[config.mk]
export PLATFORM = sky130hd
export DESIGN_NAME = azds_top
export DESIGN_NICKNAME = d
export VERILOG_FILES = /design/src/rtl/azds_pkg.sv /design/src/rtl/azds_pulse_gen.sv /design/src/rtl/azds_top.sv
export SDC_FILE = /design/constraint.sdc
export NUM_CORES = 1
export LEC_CHECK = 0
export BUFFER_PORTS_ARGS = -buffer_cell sky130_fd_sc_hd__buf_2
export CAP_MARGIN = 20
export CORE_MARGIN = 2
export CORE_UTILIZATION = 25
export CTS_CLUSTER_DIAMETER = 100
export DETAILED_ROUTE_END_ITERATION = 7
export GPL_TIMING_DRIVEN = 0
export PLACE_DENSITY_LB_ADDON = 0.12
export SETUP_SLACK_MARGIN = 0.3
export SLEW_MARGIN = 15
export SYNTH_ARGS = -nofsm -noshare
export SYNTH_HDL_FRONTEND = slang
export SYNTH_SLANG_ARGS = --single-unit
[constraint.sdc]
create_clock -name clk_in -period 3.65 [get_ports clk_in]
set_input_delay 0.73 -clock clk_in [delete_from_list [all_inputs] [get_ports clk_in]]
set_output_delay 0.73 -clock clk_in [all_outputs]
set_load 0.005 [all_outputs]
[src/rtl/azds_pkg.sv]
package azds_pkg;

	// ********************************************
	// widths
	// ********************************************
	localparam int AZDS_AZ_W = 12;
	localparam int AZDS_KIND_W = 4;
	localparam int AZDS_DATA_W = 56;
	localparam int AZDS_TIME_W = 32;

	// ********************************************
	// reset values
	// ********************************************
	localparam logic [AZDS_AZ_W-1:0] AZDS_AZ_RESET = 12'h000;
	localparam logic AZDS_MODE_RESET = 1'b0;

	// ********************************************
	// timing of the simulated antenna
	// ********************************************
	localparam int AZDS_CLK_PERIOD_NS = 10;
	localparam int AZDS_STEP_PERIOD_NS = 10000;
	localparam int AZDS_STEP_PERIOD_CYC = AZDS_STEP_PERIOD_NS / AZDS_CLK_PERIOD_NS;
	localparam int AZDS_STEPS_PER_REV = 4096;

	typedef enum logic {
		AZDS_MODE_DECODE,
		AZDS_MODE_SIMULATE
	} azds_mode_t;

	typedef struct packed {
		logic [AZDS_KIND_W-1:0] kind;
		logic [AZDS_TIME_W-1:0] arrival;
		logic [AZDS_AZ_W-1:0] azimuth;
		logic back_antenna;
		logic [AZDS_DATA_W-1:0] data;
	} azds_record_t;

	typedef struct packed {
		logic [AZDS_KIND_W-1:0] kind;
		logic back_antenna;
		logic [AZDS_DATA_W-1:0] data;
	} azds_intg_t;

endpackage : azds_pkg

[src/rtl/azds_pulse_gen.sv]
`timescale 1ns/1ns
module azds_pulse_gen
	import azds_pkg::*;
(
	input wire logic clk_in,
	input wire logic reset_n_in,
	input wire logic run_in,
	output logic step_out,
	output logic north_out
);

	localparam int CNT_W = $clog2(AZDS_STEP_PERIOD_CYC);
	localparam logic [CNT_W-1:0] CNT_LAST = CNT_W'(AZDS_STEP_PERIOD_CYC - 1);
	localparam logic [AZDS_AZ_W-1:0] STEP_LAST = AZDS_AZ_W'(AZDS_STEPS_PER_REV - 1);

	logic [CNT_W-1:0] cnt_r;
	logic [AZDS_AZ_W-1:0] steps_r;
	logic tick;

	assign tick = run_in && (cnt_r == CNT_LAST);

	// counters park at zero while idle so a new run starts a clean revolution
	always_ff @(posedge clk_in or negedge reset_n_in) begin
		if (!reset_n_in) begin
			cnt_r <= '0;
		end else if (!run_in || tick) begin
			cnt_r <= '0;
		end else begin
			cnt_r <= cnt_r + 1'b1;
		end
	end

	always_ff @(posedge clk_in or negedge reset_n_in) begin
		if (!reset_n_in) begin
			steps_r <= '0;
		end else if (!run_in) begin
			steps_r <= '0;
		end else if (tick) begin
			steps_r <= steps_r + 1'b1;
		end
	end

	always_ff @(posedge clk_in or negedge reset_n_in) begin
		if (!reset_n_in) begin
			step_out <= 1'b0;
			north_out <= 1'b0;
		end else begin
			step_out <= tick;
			north_out <= tick && (steps_r == STEP_LAST);
		end
	end
endmodule : azds_pulse_gen

[src/rtl/azds_top.sv]
`timescale 1ns/1ns
module azds_top
	import azds_pkg::*;
(
	input wire logic clk_in,
	input wire logic reset_n_in,
	input wire logic mode_sim_in,
	input wire logic azimuth_step_pulse_in,
	input wire logic north_reference_pulse_in,
	input wire logic intg_valid_in,
	input wire azds_intg_t intg_in,
	output logic azimuth_step_pulse_out,
	output logic north_reference_pulse_out,
	output logic [AZDS_AZ_W-1:0] azimuth_out,
	output logic record_valid_out,
	output azds_record_t record_out
);

	// ********************************************
	// antenna pin synchronisers
	// ********************************************
	logic step_s1_r, step_s2_r, step_s3_r;
	logic north_s1_r, north_s2_r, north_s3_r;

	always_ff @(posedge clk_in or negedge reset_n_in) begin
		if (!reset_n_in) begin
			step_s1_r <= 1'b0;
			step_s2_r <= 1'b0;
			step_s3_r <= 1'b0;
			north_s1_r <= 1'b0;
			north_s2_r <= 1'b0;
			north_s3_r <= 1'b0;
		end else begin
			step_s1_r <= azimuth_step_pulse_in;
			step_s2_r <= step_s1_r;
			step_s3_r <= step_s2_r;
			north_s1_r <= north_reference_pulse_in;
			north_s2_r <= north_s1_r;
			north_s3_r <= north_s2_r;
		end
	end

	logic ant_step_evt, ant_north_evt;
	assign ant_step_evt = step_s2_r && !step_s3_r;
	assign ant_north_evt = north_s2_r && !north_s3_r;

	// ********************************************
	// mode select
	// ********************************************
	azds_mode_t mode_r;

	// mode is a host level on this clock, taken without synchronising
	always_ff @(posedge clk_in or negedge reset_n_in) begin
		if (!reset_n_in) begin
			mode_r <= azds_mode_t'(AZDS_MODE_RESET);
		end else begin
			mode_r <= mode_sim_in ? AZDS_MODE_SIMULATE : AZDS_MODE_DECODE;
		end
	end

	logic sim_run;
	logic gen_step, gen_north;
	assign sim_run = (mode_r == AZDS_MODE_SIMULATE);

	azds_pulse_gen i_azds_pulse_gen (
		.clk_in(clk_in),
		.reset_n_in(reset_n_in),
		.run_in(sim_run),
		.step_out(gen_step),
		.north_out(gen_north)
	);

	// ********************************************
	// azimuth register
	// ********************************************
	logic step_evt, north_evt;
	logic [AZDS_AZ_W-1:0] az_r;
	logic [AZDS_AZ_W-1:0] az_nxt;

	always_comb begin
		step_evt = 1'b0;
		north_evt = 1'b0;
		unique case (mode_r)
			AZDS_MODE_DECODE: begin
				step_evt = ant_step_evt;
				north_evt = ant_north_evt;
			end
			AZDS_MODE_SIMULATE: begin
				step_evt = gen_step;
				north_evt = gen_north;
			end
		endcase
	end

	// north wins over a coincident step: the reference defines position zero
	always_comb begin
		az_nxt = az_r;
		if (north_evt) begin
			az_nxt = AZDS_AZ_RESET;
		end else if (step_evt) begin
			az_nxt = az_r + 1'b1;
		end
	end

	always_ff @(posedge clk_in or negedge reset_n_in) begin
		if (!reset_n_in) begin
			az_r <= AZDS_AZ_RESET;
		end else begin
			az_r <= az_nxt;
		end
	end

	always_ff @(posedge clk_in or negedge reset_n_in) begin
		if (!reset_n_in) begin
			azimuth_out <= AZDS_AZ_RESET;
		end else begin
			azimuth_out <= az_nxt;
		end
	end

	// ********************************************
	// pulses to the sensor
	// ********************************************
	// decoder mode repeats the synchronised level, so pulse width is kept;
	// the cost is three cycles of latency through the chain
	always_ff @(posedge clk_in or negedge reset_n_in) begin
		if (!reset_n_in) begin
			azimuth_step_pulse_out <= 1'b0;
			north_reference_pulse_out <= 1'b0;
		end else if (sim_run) begin
			azimuth_step_pulse_out <= gen_step;
			north_reference_pulse_out <= gen_north;
		end else begin
			azimuth_step_pulse_out <= step_s2_r;
			north_reference_pulse_out <= north_s2_r;
		end
	end

	// ********************************************
	// interrogation records
	// ********************************************
	logic [AZDS_TIME_W-1:0] time_r;

	// free-running arrival clock; wraps silently
	always_ff @(posedge clk_in or negedge reset_n_in) begin
		if (!reset_n_in) begin
			time_r <= '0;
		end else begin
			time_r <= time_r + 1'b1;
		end
	end

	always_ff @(posedge clk_in or negedge reset_n_in) begin
		if (!reset_n_in) begin
			record_valid_out <= 1'b0;
		end else begin
			record_valid_out <= intg_valid_in;
		end
	end

	always_ff @(posedge clk_in or negedge reset_n_in) begin
		if (!reset_n_in) begin
			record_out <= '0;
		end else if (intg_valid_in) begin
			record_out.kind <= intg_in.kind;
			record_out.arrival <= time_r;
			record_out.data <= intg_in.data;
			record_out.azimuth <= az_r;
			record_out.back_antenna <= intg_in.back_antenna;
		end
	end
endmodule : azds_top

* Yosys cells after proc, flatten, opt, wreduce, memory -nomap -nowiden *
Index checks and enable logic that the tools add are counted.
Widths: inputs -> output; s select.

word-level totals
  output and inout port bits = 120
  word-level logic and storage cells = 48
  input port bits = 67
  register bits = 183

cells by class
  bitwise gates (word level) = 1
  equality and inequality tests = 3
  reduce and logical (&&, ||, !) cells = 9
  mux-type cells = 10
  add/subtract/negate cells = 4

operator list
  kind                   count
  $mux 12                4
  $add 32x1->32 const B  1
  $add 12x1->12 const B  2
  $eq 12x12->1 const B   1
  $add 10x1->10 const B  1
  $eq 10x10->1 const B   1
  $mux 10                1
  $logic_and 1x1->1      4
  $pmux 1 s2             2
  $logic_not 1->1        3
  $mux 1                 3
  $ne 2x1->1 const B     1
  $reduce_bool 2->1      1
  $logic_or 1x1->1       1
  $not 1->1              1

* Depth between registers and ports, before layout *
  word-level depth = 5
  gate-level depth with buffers = 6
  gate-level depth less buffers = 5

* Hierarchy *
A second synthesis with hierarchy kept.

second synthesis, totals
  cells, all modules = 534
  area, all modules = 7343.3 um2

modules (own cells, without submodules)
  module          cells each  times used  seq. area each (um2)  area an instance (um2)
  azds_top        418         1           3978.8                6158.4
  azds_pulse_gen  116         1           600.6                 1184.9

* Least setup slack after synthesis *
OpenSTA, ideal clock, no wires.

  path kind = input-to-reg
  start = input intg_valid_in
  end = register record_out[0] in the netlist's numbering
  setup slack = 1.596 ns
  required time = 3.525 ns
  arrival time = 1.929 ns
  path buffers = 3
  stages = 4
  library setup time = 0.125 ns
  cells stage by stage = clkbuf_1 > clkbuf_1 > clkbuf_1 > mux2_2

RTL lines
  what         line            RTL
  from (decl)  azds_top.sv:10  input wire logic intg_valid_in,
  to (decl)    azds_top.sv:16  output azds_record_t record_out

No word-level cell between the ends.

* Worst setup path after layout *
  start = register time_r[5]
  end = register time_r[31]

on the way
  cells in the longest elaborated chain, start to end = 1

RTL lines
  what                    line             RTL
  from (decl)             azds_top.sv:142  logic [AZDS_TIME_W-1:0] time_r;
  from (signal assigned)  azds_top.sv:149  time_r <= time_r + 1'b1;
  $add 32x1->32           azds_top.sv:149

No other way between the ends.
A chain may end at the register's enable or synchronous reset.

==> results_dict.tcl <==
set metrics [dict create \
    async_flop_share 1.000 \
    antenna_left 0 \
    dieArea_um2 30610 \
    wl_per_cell_um 14.97 \
    hold_path_class "in2async" \
    seq_area_frac_synth 0.6268 \
    powerDensity_nw_per_um2 463.6 \
    grt_max_degree 101 \
    antenna_found_initial 0 \
    firstDrtPassIters 4 \
    rows 62 \
    hpwlAfterDp_um 12360 \
    routed_wl_um 17070 \
    critical_path.startpoint "time_r[5]" \
    path_common_cell "nand4_1" \
    cts_hold_buf 0 \
    critPathRequiredTime_ns 3.95 \
    grt_pass1_vias 5080 \
    fmax_ghz 0.4035 \
    htree_num_levels 4 \
    core_um2 28700 \
    dp.cells 1108 \
    syn_inst 537 \
    critical_path.max_fanout 10 \
    cts_tree "yes" \
    skew_ns 0.01102 \
    path_buf_inv 1 \
    r2r_start "time_r[5]" \
    tightest_slew_ns 1.047 \
    finalSetupTns_ns 0 \
    syn_area_um2 7306 \
    fin_crit_ns 2.478 \
    gp_congestion 0.8460 \
    yosysUniqueCellTypes 41 \
    final.period_utilization 0.6789 \
    final_layout_size_suffix_gt1_frac 0.4405 \
    ys.flop_type "dfrtp_1" \
    slew_headroom 0.2957 \
    startpoint_type "flip-flop" \
    insertion_delay_ns 0.42 \
    synth_nets 608 \
    synthToLayoutAreaGrowth_pct 27.92 \
    drc 0 \
    cpPeakStageDelay_ns 0.89 \
    cp_cell_sequence "nand4_1 > nor4_1 > clkbuf_1 > nand4_1 > xnor2_1" \
    ios 187 \
    finalSetupViolCount 0 \
    critPathSlowestCell "nor4_1" \
    drtIter0Drc 194 \
    clkTransAtPathRegs_ns 0.08 \
    port_buffers 186 \
    syn-mean-instance-area_um2 13.60 \
    cpLargestDelayFamily "simple AND/OR/NAND/NOR gates" \
    fin_area_um2 9345 \
    placed_cell_area_um2 8755 \
    p_leak_nw 4.422 \
    whs_ns 0.2799 \
    grt-ovfl-total 0 \
    start_util 0.2545 \
    die_w_um 174.9 \
    cp_data_arrival_time_ns 2.78 \
    p_total_mw 4.332 \
    ys_ff_latch 183 \
    slew_violations 0 \
    post_cts_resized 0 \
    final_net_count 814 \
    dr_total_vias 4941 \
    end_kind "flip-flop" \
    post-cts-setup-buffers 0 \
    ir_drop_v 0.0002511 \
    critPathKind "reg2reg" \
    routed_via_density 4.334 \
    hold_violations 0 \
    synth-edff-count 0 \
    antenna_cells 0 \
    grt_pass1_wl_um 27620 \
    yosys_warnings 0 \
    numClockSinks 183 \
    status "finished clean" \
    cap_violations 0 \
    die_h_um 174.9 \
    cts_buffers 17 \
    clock_tree.root_cell "clkbuf_16" \
    ctsLongestPathBuffers 2 \
    stdcell_count 1140 \
    grt_use_total 0.1133 \
    rsz0062_at_grt "no" \
]
[cells by family after synthesis]
logic type                 count (synthesis)  synth area share
adders and majority gates                  4          0.006851
DFF                                      183            0.6268
AOI/OAI and AO/OA                         30           0.02586
and+or+nand+nor                          135            0.1005
muxes                                    107            0.1646
buffers and inverters                     28           0.01541
xor gates and xnor gates                  50           0.05994
[area by class of cell]
type                            count  area (um2)
Timing Repair Buffer              187       968.4
Sequential cell                   183        4579
Buffer                             21       86.33
Inverter                            7       26.28
Multi-Input combinational cell    326        2614
Fill cell                        2886       19360
Clock inverter                     13       137.6
Clock buffer                       19       452.9
Tap cell                          384       480.5
[power by group]
group / switching (mW) / internal (mW)
Sequential: 0.0604 / 2.12
Clock: 0.854 / 0.944
Combinational: 0.170 / 0.180
Total: 1.08 / 3.25
[per-stage QoR]
step / setup slack [ns] / util
after global placement: -1.155 / 0.3037
after global routing: 0.9069 / 0.3256
after floorplan: 1.596 / -
final: 1.172 / 0.3256
after detailed placement: 0.9044 / 0.3050
after CTS: 1.156 / 0.3256
[layer usage]
metal / part of all wire / GRT usage
met4: 0.016 / 0.03681
met3: 0.055 / 0.02937
met1: 0.47 / 0.1490
met5: 0 / 0
met2: 0.46 / 0.1825
[sequential cells by signal, indices dropped and copies added, names as in the netlist, 10 cells and up]
register and flops:
azimuth_out 12, i_azds_pulse_gen.cnt_r 10, i_azds_pulse_gen.steps_r 12, record_out 105, time_r 32
[cells in the final DEF (no fill, tap or decap), types with 17 or more instances in the layout]
cell type  instances
clkbuf_16         17
nand4_1           19
xnor2_1           42
buf_2            185
nand3_1           22
mux2_2           105
dfrtp_1          183
nor2_1            29
clkbuf_1          20
nand2_1           19
[synthesized netlist by cell type (all sizes together) (8+ instances only)]
library cell  number  share of area
clkbuf            20          0.010
nor2              29          0.015
o21ai              8         0.0055
nand3             22          0.015
dfrtp            183           0.63
xnor2             42          0.050
nand4             20          0.018
and3              11         0.0096
nand2             19         0.0098
a21oi             10         0.0069
xor2               8         0.0096
mux2             105           0.16
[worst paths after layout]
| path | end | slack (ns) | depth (start not counted) |
|---|---|---|---|
| setup / recovery | time_r[31] | 1.17 | 5 |
| hold / removal | record_out[51] | 0.28 | 1 |
| setup reg to reg | time_r[31] | 1.17 | 5 |
| hold reg to reg | north_s2_r | 0.35 | 0 |
| max in group asynchronous | i_azds_pulse_gen.cnt_r[2] | 2.41 | 2 |
| min in group clk_in | north_s2_r | 0.35 | 0 |
(Power assumes the default switching activity.)
